### src/ovcsc_pkg.sv
// Behaviour
// - Level field upper bit set gives 3.2 V, 01 gives 1.6 V, 00 gives 2.4 V.
// - Reset clears the level field, selecting 2.4 V.
// - Oscillator bit starts or stops the fast oscillator and reads back.
// - Reset clears the oscillator bit, fast oscillator stopped.
// - CPU select bit picks fast clock when one, slow when zero; readable.
// - Reset clears the CPU select bit, CPU runs from slow clock.
// - Slow prescaler section runs always except in sleep.
// - Prescaler divides both clocks with a ratio per consumer.
// - Divided clock is gated individually to each consumer.
package ovcsc_pkg;

  // ----------------------------------------------------------------
  // Register map (index, byte address is four times the index)
  // ----------------------------------------------------------------
  localparam logic [15:0] OVCSC_IDX_CTRL  = 16'hff01;
  localparam logic [15:0] OVCSC_IDX_PST0  = 16'hff02;
  localparam logic [15:0] OVCSC_IDX_PST1  = 16'hff03;
  localparam logic [15:0] OVCSC_IDX_PST2  = 16'hff04;
  localparam logic [15:0] OVCSC_IDX_SLOW_CLOCK_OUT = 16'hff05;
  localparam logic [15:0] OVCSC_IDX_FAST_CLOCK_OUT = 16'hff06;
  localparam logic [15:0] OVCSC_IDX_STAT  = 16'hff07;

  // ----------------------------------------------------------------
  // Control register fields and reset values
  // ----------------------------------------------------------------
  localparam int OVCSC_CTRL_LVL_LO  = 0;
  localparam int OVCSC_CTRL_LVL_HI  = 1;
  localparam int OVCSC_CTRL_OSC     = 2;
  localparam int OVCSC_CTRL_CPUSEL  = 3;
  localparam logic [1:0] OVCSC_LVL_RST = 2'h0;
  localparam logic       OVCSC_OSC_RST = 1'h0;
  localparam logic       OVCSC_SEL_RST = 1'h0;

  // ----------------------------------------------------------------
  // Prescaler register fields
  // ----------------------------------------------------------------
  localparam int OVCSC_PS_RATIO_LSB = 0;
  localparam int OVCSC_PS_SRC       = 3;
  localparam int OVCSC_PS_EN        = 4;
  localparam logic [4:0] OVCSC_PS_RST = 5'h00;

  // Status register fields
  localparam int OVCSC_ST_CPUFAST = 0;
  localparam int OVCSC_ST_OSCON   = 1;

  // Prescaler counter width (largest ratio 4096)
  localparam int OVCSC_CNT_W = 12;

  // Core regulator voltage levels
  typedef enum logic [1:0] {
    OVCSC_V1P6,
    OVCSC_V2P4,
    OVCSC_V3P2
  } ovcsc_volt_t;

  // Level field to voltage
  function automatic ovcsc_volt_t ovcsc_level(input logic [1:0] sel);
    if (sel[1]) begin
      return OVCSC_V3P2;
    end else if (sel[0]) begin
      return OVCSC_V1P6;
    end
    return OVCSC_V2P4;
  endfunction

endpackage

### src/ovcsc_top.sv
// Design decision made here: the Avalon-MM register port.
`timescale 1ns/1ps
module ovcsc_top
  import ovcsc_pkg::*;
(
  // Clock and reset
  input  wire logic        clk,
  input  wire logic        rst,
  // Avalon-MM slave
  input  wire logic [17:0] address,
  input  wire logic        read,
  input  wire logic        write,
  input  wire logic [31:0] writedata,
  input  wire logic [3:0]  byteenable,
  output logic      [31:0] readdata,
  output logic             waitrequest,
  // Oscillator sources and sleep
  input  wire logic        slowOscillator,
  input  wire logic        fastOscillator,
  input  wire logic        sleep,
  // Oscillator and regulator control
  output logic             fastOscEnable,
  output logic      [1:0]  coreLevelSel,
  output ovcsc_volt_t      coreRegulatorVoltage,
  // CPU clock
  output logic             cpuClock,
  // Peripheral clock ticks
  output logic             timer0Tick,
  output logic             timer1Tick,
  output logic             timer2Tick,
  output logic             slowClockOut,
  output logic             fastClockOut
);

  // ----------------------------------------------------------------
  // Helpers
  // ----------------------------------------------------------------
  // Tick when the low k counter bits are all ones
  function automatic logic divTap(input logic [OVCSC_CNT_W-1:0] cnt,
                                  input logic [3:0] k);
    logic [OVCSC_CNT_W-1:0] mask;
    mask = ~({OVCSC_CNT_W{1'b1}} << k);
    return &(cnt | ~mask);
  endfunction

  // Fast ratio codes for the 16-bit timers: 2,8,32,64,128,256,1024,4096
  function automatic logic [3:0] fastExp(input logic [2:0] code);
    logic [3:0] e;
    e = 4'h1;
    unique case (code)
      3'h0: e = 4'h1;
      3'h1: e = 4'h3;
      3'h2: e = 4'h5;
      3'h3: e = 4'h6;
      3'h4: e = 4'h7;
      3'h5: e = 4'h8;
      3'h6: e = 4'ha;
      3'h7: e = 4'hc;
    endcase
    return e;
  endfunction

  // ----------------------------------------------------------------
  // Register state
  // ----------------------------------------------------------------
  logic [1:0] level_reg;
  logic [1:0] level_next;
  logic       osc_reg;
  logic       osc_next;
  logic       cpuSel_reg;
  logic       cpuSel_next;
  logic [4:0] ps_reg [5];
  logic [4:0] ps_next [5];
  logic       served_reg;
  logic       served_next;
  logic [31:0] rdata_reg;
  logic [31:0] rdata_next;
  logic        cpuOnFast;

  logic        req;
  logic        hit;
  logic [15:0] idx;

  assign req = read | write;
  assign idx = address[17:2];
  assign hit = (address[1:0] == 2'h0);

  // Bus access: one wait cycle, then the answer
  always_comb begin
    served_next = req & ~served_reg;
    waitrequest = req & ~served_reg;
    level_next  = level_reg;
    osc_next    = osc_reg;
    cpuSel_next = cpuSel_reg;
    for (int i = 0; i < 5; i++) begin
      ps_next[i] = ps_reg[i];
    end
    rdata_next = rdata_reg;
    if (read && !served_reg) begin
      rdata_next = 32'h0;
      if (hit) begin
        unique case (idx)
          OVCSC_IDX_CTRL:  rdata_next = {28'h0, cpuSel_reg, osc_reg,
                                         level_reg};
          OVCSC_IDX_PST0:  rdata_next = {27'h0, ps_reg[0]};
          OVCSC_IDX_PST1:  rdata_next = {27'h0, ps_reg[1]};
          OVCSC_IDX_PST2:  rdata_next = {27'h0, ps_reg[2]};
          OVCSC_IDX_SLOW_CLOCK_OUT: rdata_next = {27'h0, ps_reg[3]};
          OVCSC_IDX_FAST_CLOCK_OUT: rdata_next = {27'h0, ps_reg[4]};
          OVCSC_IDX_STAT:  rdata_next = {30'h0, osc_reg, cpuOnFast};
          default:         rdata_next = 32'h0;
        endcase
      end
    end
    if (write && served_reg && hit && byteenable[0]) begin
      unique case (idx)
        OVCSC_IDX_CTRL: begin
          level_next  = writedata[OVCSC_CTRL_LVL_HI:OVCSC_CTRL_LVL_LO];
          osc_next    = writedata[OVCSC_CTRL_OSC];
          cpuSel_next = writedata[OVCSC_CTRL_CPUSEL];
        end
        OVCSC_IDX_PST0:  ps_next[0] = writedata[4:0];
        OVCSC_IDX_PST1:  ps_next[1] = writedata[4:0];
        OVCSC_IDX_PST2:  ps_next[2] = {writedata[4], 1'b1, writedata[2:0]};
        OVCSC_IDX_SLOW_CLOCK_OUT: ps_next[3] = {writedata[4], 1'b0, writedata[2:0]};
        OVCSC_IDX_FAST_CLOCK_OUT: ps_next[4] = {writedata[4], 1'b1, writedata[2:0]};
        default: ;
      endcase
    end
  end

  always_ff @(posedge clk or posedge rst) begin
    if (rst) begin
      level_reg  <= OVCSC_LVL_RST;
      osc_reg    <= OVCSC_OSC_RST;
      cpuSel_reg <= OVCSC_SEL_RST;
      for (int i = 0; i < 5; i++) begin
        ps_reg[i] <= OVCSC_PS_RST;
      end
      served_reg <= 1'b0;
      rdata_reg  <= 32'h0;
    end else begin
      level_reg  <= level_next;
      osc_reg    <= osc_next;
      cpuSel_reg <= cpuSel_next;
      for (int i = 0; i < 5; i++) begin
        ps_reg[i] <= ps_next[i];
      end
      served_reg <= served_next;
      rdata_reg  <= rdata_next;
    end
  end

  // ----------------------------------------------------------------
  // Prescaler counters
  // ----------------------------------------------------------------
  logic                   slowPrev_reg;
  logic                   fastPrev_reg;
  logic [OVCSC_CNT_W-1:0] slowCnt_reg;
  logic [OVCSC_CNT_W-1:0] slowCnt_next;
  logic [OVCSC_CNT_W-1:0] fastCnt_reg;
  logic [OVCSC_CNT_W-1:0] fastCnt_next;
  logic                   slowEdge;
  logic                   fastEdge;
  logic [4:0]             tick_next;
  logic [4:0]             tick_reg;

  // Slow section halts in sleep; fast section only with oscillator on
  assign slowEdge = slowOscillator & ~slowPrev_reg & ~sleep;
  assign fastEdge = fastOscillator & ~fastPrev_reg & osc_reg;

  // Divide per consumer and gate each one on its own enable
  always_comb begin
    logic [3:0] k;
    logic       src;
    k            = 4'h0;
    src          = 1'b0;
    slowCnt_next = slowEdge ? slowCnt_reg + 1'b1 : slowCnt_reg;
    fastCnt_next = fastEdge ? fastCnt_reg + 1'b1 : fastCnt_reg;
    for (int i = 0; i < 5; i++) begin
      src = ps_reg[i][OVCSC_PS_SRC];
      if (i < 2) begin
        k = src ? fastExp(ps_reg[i][2:0]) : {1'b0, ps_reg[i][2:0]};
      end else if (i == 2) begin
        k = {1'b0, ps_reg[i][2:0]} + 4'h1;
      end else begin
        k = {1'b0, ps_reg[i][2:0]};
      end
      tick_next[i] = ps_reg[i][OVCSC_PS_EN] &
                     (src ? fastEdge & divTap(fastCnt_reg, k)
                          : slowEdge & divTap(slowCnt_reg, k));
    end
  end

  always_ff @(posedge clk or posedge rst) begin
    if (rst) begin
      slowPrev_reg <= 1'b0;
      fastPrev_reg <= 1'b0;
      slowCnt_reg  <= '0;
      fastCnt_reg  <= '0;
      tick_reg     <= 5'h00;
    end else begin
      slowPrev_reg <= slowOscillator;
      fastPrev_reg <= fastOscillator;
      slowCnt_reg  <= slowCnt_next;
      fastCnt_reg  <= fastCnt_next;
      tick_reg     <= tick_next;
    end
  end

  // ----------------------------------------------------------------
  // CPU clock multiplexer
  // ----------------------------------------------------------------
  ovcsc_clk_mux uMux (
    .clk       (clk),
    .rst       (rst),
    .slowLevel (slowOscillator),
    .fastLevel (fastOscillator & osc_reg),
    .selFast   (cpuSel_reg),
    .cpuClock  (cpuClock),
    .onFast    (cpuOnFast)
  );

  // Outputs
  assign readdata             = rdata_reg;
  assign fastOscEnable        = osc_reg;
  assign coreLevelSel         = level_reg;
  assign coreRegulatorVoltage = ovcsc_level(level_reg);
  assign timer0Tick           = tick_reg[0];
  assign timer1Tick           = tick_reg[1];
  assign timer2Tick           = tick_reg[2];
  assign slowClockOut         = tick_reg[3];
  assign fastClockOut         = tick_reg[4];

endmodule

### src/ovcsc_clk_mux.sv
`timescale 1ns/1ps
module ovcsc_clk_mux
  import ovcsc_pkg::*;
(
  // Clock and reset
  input  wire logic clk,
  input  wire logic rst,
  // Source levels and request
  input  wire logic slowLevel,
  input  wire logic fastLevel,
  input  wire logic selFast,
  // CPU clock
  output logic      cpuClock,
  output logic      onFast
);

  logic curFast_reg;
  logic curFast_next;
  logic out_reg;
  logic out_next;

  // Switch only while both sources and the output sit low, so the
  // output low phase lasts at least two cycles across the change
  always_comb begin
    curFast_next = curFast_reg;
    if (selFast != curFast_reg && !slowLevel && !fastLevel
        && !out_reg) begin
      curFast_next = selFast;
    end
    out_next = curFast_next ? fastLevel : slowLevel;
  end

  // ----------------------------------------------------------------
  // Registers
  // ----------------------------------------------------------------
  always_ff @(posedge clk or posedge rst) begin
    if (rst) begin
      curFast_reg <= OVCSC_SEL_RST;
      out_reg     <= 1'b0;
    end else begin
      curFast_reg <= curFast_next;
      out_reg     <= out_next;
    end
  end

  assign cpuClock = out_reg;
  assign onFast   = curFast_reg;

endmodule

### config.mk
export PLATFORM = sky130hd
export DESIGN_NAME = ovcsc_top
export DESIGN_NICKNAME = d
export VERILOG_FILES = /design/src/ovcsc_pkg.sv /design/src/ovcsc_top.sv /design/src/ovcsc_clk_mux.sv
export SDC_FILE = /design/constraint.sdc
export NUM_CORES = 1
export LEC_CHECK = 0
export ABC_AREA = 1
export BUFFER_PORTS_ARGS = -buffer_cell sky130_fd_sc_hd__buf_2
export CELL_PAD_IN_SITES_DETAIL_PLACEMENT = 1
export CELL_PAD_IN_SITES_GLOBAL_PLACEMENT = 1
export CORE_ASPECT_RATIO = 1.4
export CORE_UTILIZATION = 35
export CTS_BUF_LIST = sky130_fd_sc_hd__clkbuf_16
export DETAILED_ROUTE_END_ITERATION = 6
export PLACE_DENSITY = 0.75
export SLEW_MARGIN = 0
export SYNTH_ARGS = -nofsm -noshare
export SYNTH_HDL_FRONTEND = slang
export SYNTH_SLANG_ARGS = --single-unit
### constraint.sdc
create_clock -name clk -period 2 [get_ports clk]
set_input_delay 0.4 -clock clk [delete_from_list [all_inputs] [get_ports clk]]
set_output_delay 0.4 -clock clk [all_outputs]
set_load 0.03 [all_outputs]
==> impl_metrics.prom <==
# TYPE chip_impl_metric gauge
chip_impl_info{name="ys_top_cells_by_area",value="sky130_fd_sc_hd__dfrtp_1 38%, sky130_fd_sc_hd__nand2_1 15%, sky130_fd_sc_hd__nand3_1 8.4%"} 1
chip_impl_metric{name="grtUsageMet3",unit="%"} 3.04
chip_impl_info{name="crit_family",value="simple AND/OR/NAND/NOR gates"} 1
chip_impl_info{name="yosysMostFrequentCell",value="sky130_fd_sc_hd__nand2_1"} 1
chip_impl_metric{name="drive_above_1_share",unit="%"} 14.9
chip_impl_info{name="worstReg2RegStart",value="ps_reg[15]"} 1
chip_impl_metric{name="numPortBuffers",unit=""} 47
chip_impl_info{name="root_buffer",value="sky130_fd_sc_hd__clkbuf_16"} 1
chip_impl_info{name="netlist.top_cell.by_area",value="sky130_fd_sc_hd__dfrtp_1"} 1
chip_impl_metric{name="die_y",unit="um"} 136
chip_impl_metric{name="vias_per_cell",unit=""} 5.06
chip_impl_metric{name="crit_fanout",unit=""} 4
chip_impl_metric{name="drc_errors",unit=""} 0
chip_impl_metric{name="crit_path_max_incr_delay",unit="ns"} 0.35
chip_impl_metric{name="cts.hold.buffers_added",unit=""} 0
chip_impl_metric{name="gp_congestion",unit=""} 0.877
chip_impl_metric{name="multi_input_comb_area",unit="sq mm"} 0.00237
chip_impl_metric{name="maximum_buffer_depth_of_the_clock_tree",unit=""} 2
chip_impl_metric{name="gr-usage-met1",unit="%"} 22.8
chip_impl_metric{name="r2r.worst_path.cells",unit=""} 11
chip_impl_metric{name="share_comb_of_total_power",unit="%"} 12.3
chip_impl_metric{name="syn-instance-count",unit=""} 635
chip_impl_metric{name="die_ar",unit="sq mm"} 0.0132
chip_impl_metric{name="cts-buffers-inserted",unit=""} 9
chip_impl_metric{name="synth-xor-area-share",unit="%"} 4.32
chip_impl_info{name="ys.flop_type",value="sky130_fd_sc_hd__dfrtp_1"} 1
chip_impl_metric{name="timing.max_cap.violations",unit=""} 0
chip_impl_metric{name="finalWorstPathRequiredPeriod",unit="ns"} 1.84
chip_impl_metric{name="synth_area",unit="sq mm"} 0.00446
chip_impl_metric{name="wl_per_cell",unit="um"} 16.3
chip_impl_metric{name="syn_area_per_cell",unit="sq um"} 7.02
chip_impl_metric{name="synthSimpleGateAreaFrac",unit="%"} 34.9
chip_impl_metric{name="switching_share",unit="%"} 28.9
chip_impl_metric{name="fin_skew",unit="ns"} 0.00662
chip_impl_info{name="most_heavily_used_metal_layer_in_global_routing",value="met2"} 1
chip_impl_metric{name="netlist.area_leader.share",unit="%"} 37.6
chip_impl_metric{name="finalMaxSlewViolations",unit=""} 0
chip_impl_metric{name="drtAntennaViolNets",unit=""} 0
chip_impl_info{name="rsz_0062_raised_after_global_routing",value="no"} 1
chip_impl_metric{name="worstPathArrival",unit="ns"} 2.09
chip_impl_metric{name="firstDrtPassIters",unit=""} 4
chip_impl_metric{name="power.switching",unit="mW"} 1.07
chip_impl_metric{name="clkTransAtPathRegs",unit="ns"} 0.06
chip_impl_metric{name="grt_pass1_vias",unit=""} 4537
chip_impl_metric{name="nFillCells",unit=""} 1622
chip_impl_metric{name="sequential_to_total_area_share_from_yosys_stat",unit="%"} 37.6
chip_impl_info{name="run_status",value="complete, no violations"} 1
chip_impl_metric{name="num_clock_sinks",unit=""} 67
chip_impl_metric{name="fp.coreArea",unit="sq mm"} 0.0124
chip_impl_metric{name="synthesized_area_fraction_occupied_by_ao_oa_aoi_and_oai_cells",unit="%"} 8.59
chip_impl_metric{name="core.rowCount",unit=""} 48
chip_impl_info{name="tritoncts",value="built"} 1
chip_impl_metric{name="detailedPlacementHpwl",unit="um"} 10900
chip_impl_metric{name="antenna_cells_inserted",unit=""} 0
chip_impl_metric{name="cts-htree-levels",unit=""} 3
chip_impl_metric{name="static-leakage-power",unit="nW"} 2.75
chip_impl_info{name="cp_common_cell",value="sky130_fd_sc_hd__nor2_1"} 1
chip_impl_metric{name="final.hold.worst_slack",unit="ns"} 0.153
chip_impl_metric{name="yosysWarnings",unit=""} 0
chip_impl_metric{name="io_pins",unit=""} 105
chip_impl_metric{name="area_growth",unit="%"} 17.2
chip_impl_metric{name="drtIter0Drc",unit=""} 132
chip_impl_metric{name="layout_worst_path_cycle_share",unit="%"} 91.9
chip_impl_metric{name="asyncSetResetFlopFracSynth",unit="%"} 100
chip_impl_info{name="critPathLaunchType",value="flip-flop"} 1
chip_impl_metric{name="routed-via-count",unit=""} 4323
chip_impl_metric{name="die_w",unit="um"} 97.4
chip_impl_metric{name="power_density",unit="mW/mm^2"} 710
chip_impl_metric{name="post_synth_fa_ha_maj_area_fraction",unit="%"} 2.53
chip_impl_info{name="cp-end-kind",value="flip-flop"} 1
chip_impl_metric{name="worst_skew_pair.late_latency",unit="ns"} 0.33
chip_impl_metric{name="grtUsageTotal",unit="%"} 21.8
chip_impl_metric{name="reg2reg_setup_slack",unit="ns"} 0.16
chip_impl_metric{name="finalHoldViolCount",unit=""} 0
chip_impl_metric{name="finalSetupTns",unit="ns"} 0
chip_impl_metric{name="synth_enable_flop_cells",unit=""} 0
chip_impl_metric{name="yosys.cell_types.count",unit=""} 36
chip_impl_info{name="crit_path_top_delay_cell",value="sky130_fd_sc_hd__dfrtp_1"} 1
chip_impl_metric{name="finalWirelength",unit="um"} 13900
chip_impl_metric{name="start_util",unit="%"} 36.0
chip_impl_info{name="yosys-top-cells-count",value="174 x sky130_fd_sc_hd__nand2_1, 78 x sky130_fd_sc_hd__inv_1, 75 x sky130_fd_sc_hd__nand3_1"} 1
chip_impl_metric{name="grt_pass1_wl",unit="um"} 22400
chip_impl_metric{name="regArea",unit="sq mm"} 0.00168
chip_impl_metric{name="final-setup-viol-count",unit=""} 0
chip_impl_metric{name="grt-ovfl-total",unit=""} 0
chip_impl_metric{name="proportion_of_synthesized_area_in_mux_cells",unit="%"} 0
chip_impl_metric{name="ys_ff_latch",unit=""} 67
chip_impl_metric{name="max-vdd-ir-drop",unit="mV"} 0.482
chip_impl_metric{name="crit_path_buf_inv_count",unit=""} 2
chip_impl_metric{name="max_freq",unit="MHz"} 544
chip_impl_metric{name="met2_usage",unit="%"} 42.2
chip_impl_info{name="synth_top_family_by_area",value="simple AND/OR/NAND/NOR gates"} 1
chip_impl_metric{name="antenna_found_initial",unit=""} 0
chip_impl_metric{name="share_clk_of_total_power",unit="%"} 47.1
chip_impl_info{name="regToRegEndpoint",value="tick_reg[1]"} 1
chip_impl_metric{name="final_nets",unit=""} 770
chip_impl_metric{name="p_int",unit="mW"} 2.64
chip_impl_info{name="timing.critical_path.cells",value="inv_1, ha_1, inv_1, nand3_1, nand3_1, nand2_1, nor2_1, nor2_1, nor2_1, nand2_1, a21oi_1"} 1
chip_impl_metric{name="largest_reg_flops",unit=""} 24
chip_impl_info{name="hold_path_class",value="input port to async pin"} 1
chip_impl_info{name="path_class",value="flip-flop to flip-flop"} 1
chip_impl_metric{name="grt_max_degree",unit=""} 68
chip_impl_metric{name="seq_power_share",unit="%"} 40.6
chip_impl_metric{name="worst_ep_required_time",unit="ns"} 2.25
worst max-delay path by stage:
stage                    from         endpoint  slack [ns]  cells after the start
2_1_floorplan      ps_reg[15]      tick_reg[1]        0.33                     11
3_3_place_gp       ps_reg[20]      tick_reg[0]        0.12                     12
3_5_place_dp   slowOscillator  slowCnt_reg[11]        0.07                     11
4_1_cts            ps_reg[20]      tick_reg[0]        0.04                     12
5_1_grt            ps_reg[10]      tick_reg[2]       0.002                      9
6_report           ps_reg[15]      tick_reg[1]        0.16                     11
worst min-delay path: stages:
cell and delay (ns):
sky130_fd_sc_hd__buf_2 0.11, sky130_fd_sc_hd__clkinvlp_4 0.07, sky130_fd_sc_hd__buf_12 0.31
power groups by stage:
stage                     Combinational [mW]  Clock (mW)  Sequential, mW
after floorplan                        0.310           0            1.51
after global placement                 0.437           0            1.53
after detailed placement               0.447           0            1.53
after CTS                              0.459        1.76            1.51
after global routing                   0.510        1.83            1.51
final                                  0.457        1.75            1.51
cell type report:
| type | count | share of cell area, % |
|---|---|---|
| multi-input combinational | 480 | 45.3 |
| sequential | 67 | 32.1 |
| inverter | 78 | 5.67 |
| clock inverter | 7 | 1.87 |
| timing repair buffer | 64 | 7.18 |
| tap | 150 | 3.59 |
| clock buffer | 9 | 4.31 |
layout by cell type (no fill, tap or decap), types with 2 or more instances in the layout:
master / count
sky130_fd_sc_hd__a21oi_1: 11
sky130_fd_sc_hd__buf_2: 47
sky130_fd_sc_hd__buf_4: 16
sky130_fd_sc_hd__bufinv_16: 2
sky130_fd_sc_hd__clkbuf_16: 9
sky130_fd_sc_hd__clkinvlp_4: 3
sky130_fd_sc_hd__conb_1: 27
sky130_fd_sc_hd__dfrtp_1: 66
sky130_fd_sc_hd__ha_1: 9
sky130_fd_sc_hd__inv_1: 77
sky130_fd_sc_hd__inv_6: 2
sky130_fd_sc_hd__nand2_1: 171
sky130_fd_sc_hd__nand2_2: 6
sky130_fd_sc_hd__nand2_4: 2
sky130_fd_sc_hd__nand3_1: 75
sky130_fd_sc_hd__nand3_2: 2
sky130_fd_sc_hd__nand4_1: 8
sky130_fd_sc_hd__nor2_1: 63
sky130_fd_sc_hd__nor2_2: 3
sky130_fd_sc_hd__nor3_1: 8
sky130_fd_sc_hd__nor3_2: 5
sky130_fd_sc_hd__o211ai_1: 4
sky130_fd_sc_hd__o21ai_0: 45
sky130_fd_sc_hd__o21ai_1: 3
sky130_fd_sc_hd__xnor2_1: 2
sky130_fd_sc_hd__xor2_1: 20
stage by stage:
stage,util (%),power [mW],setup slack [ns],instance area (sq um),std cells
floorplan,-,1.82,0.332,4560,661
global placement,39.4,1.96,0.118,4870,838
detailed placement,39.4,1.98,0.0659,4870,838
CTS,42.0,3.73,0.0350,5200,854
global route,42.2,3.85,0.00196,5230,855
finish,42.2,3.71,0.163,5230,855
kinds of logic (layout without fill, tap and decap cells):
family                     count (synthesis)  count (layout)
AOI/OAI and AO/OA                         71              71
xor gates and xnor gates                  22              22
adders and majority gates                  9               9
buffers and inverters                    114             158
DFF                                       67              67
other                                      1              27
and+or+nand+nor                          351             351
what timing repair did:
item | 4_1_cts | 5_1_grt
setup endpoints to repair | 0 | 3
setup buffers | 0 | 1
resized for setup | 0 | 10
layer usage:
metal / up-vias / wire [um]
met2: 90 / 7690
li1: 2118 / -
met3: 36 / 349
met4: 0 / 533
met1: 2079 / 5340
met5: - / 0
Note: power is estimated with default switching activity, not from simulation.
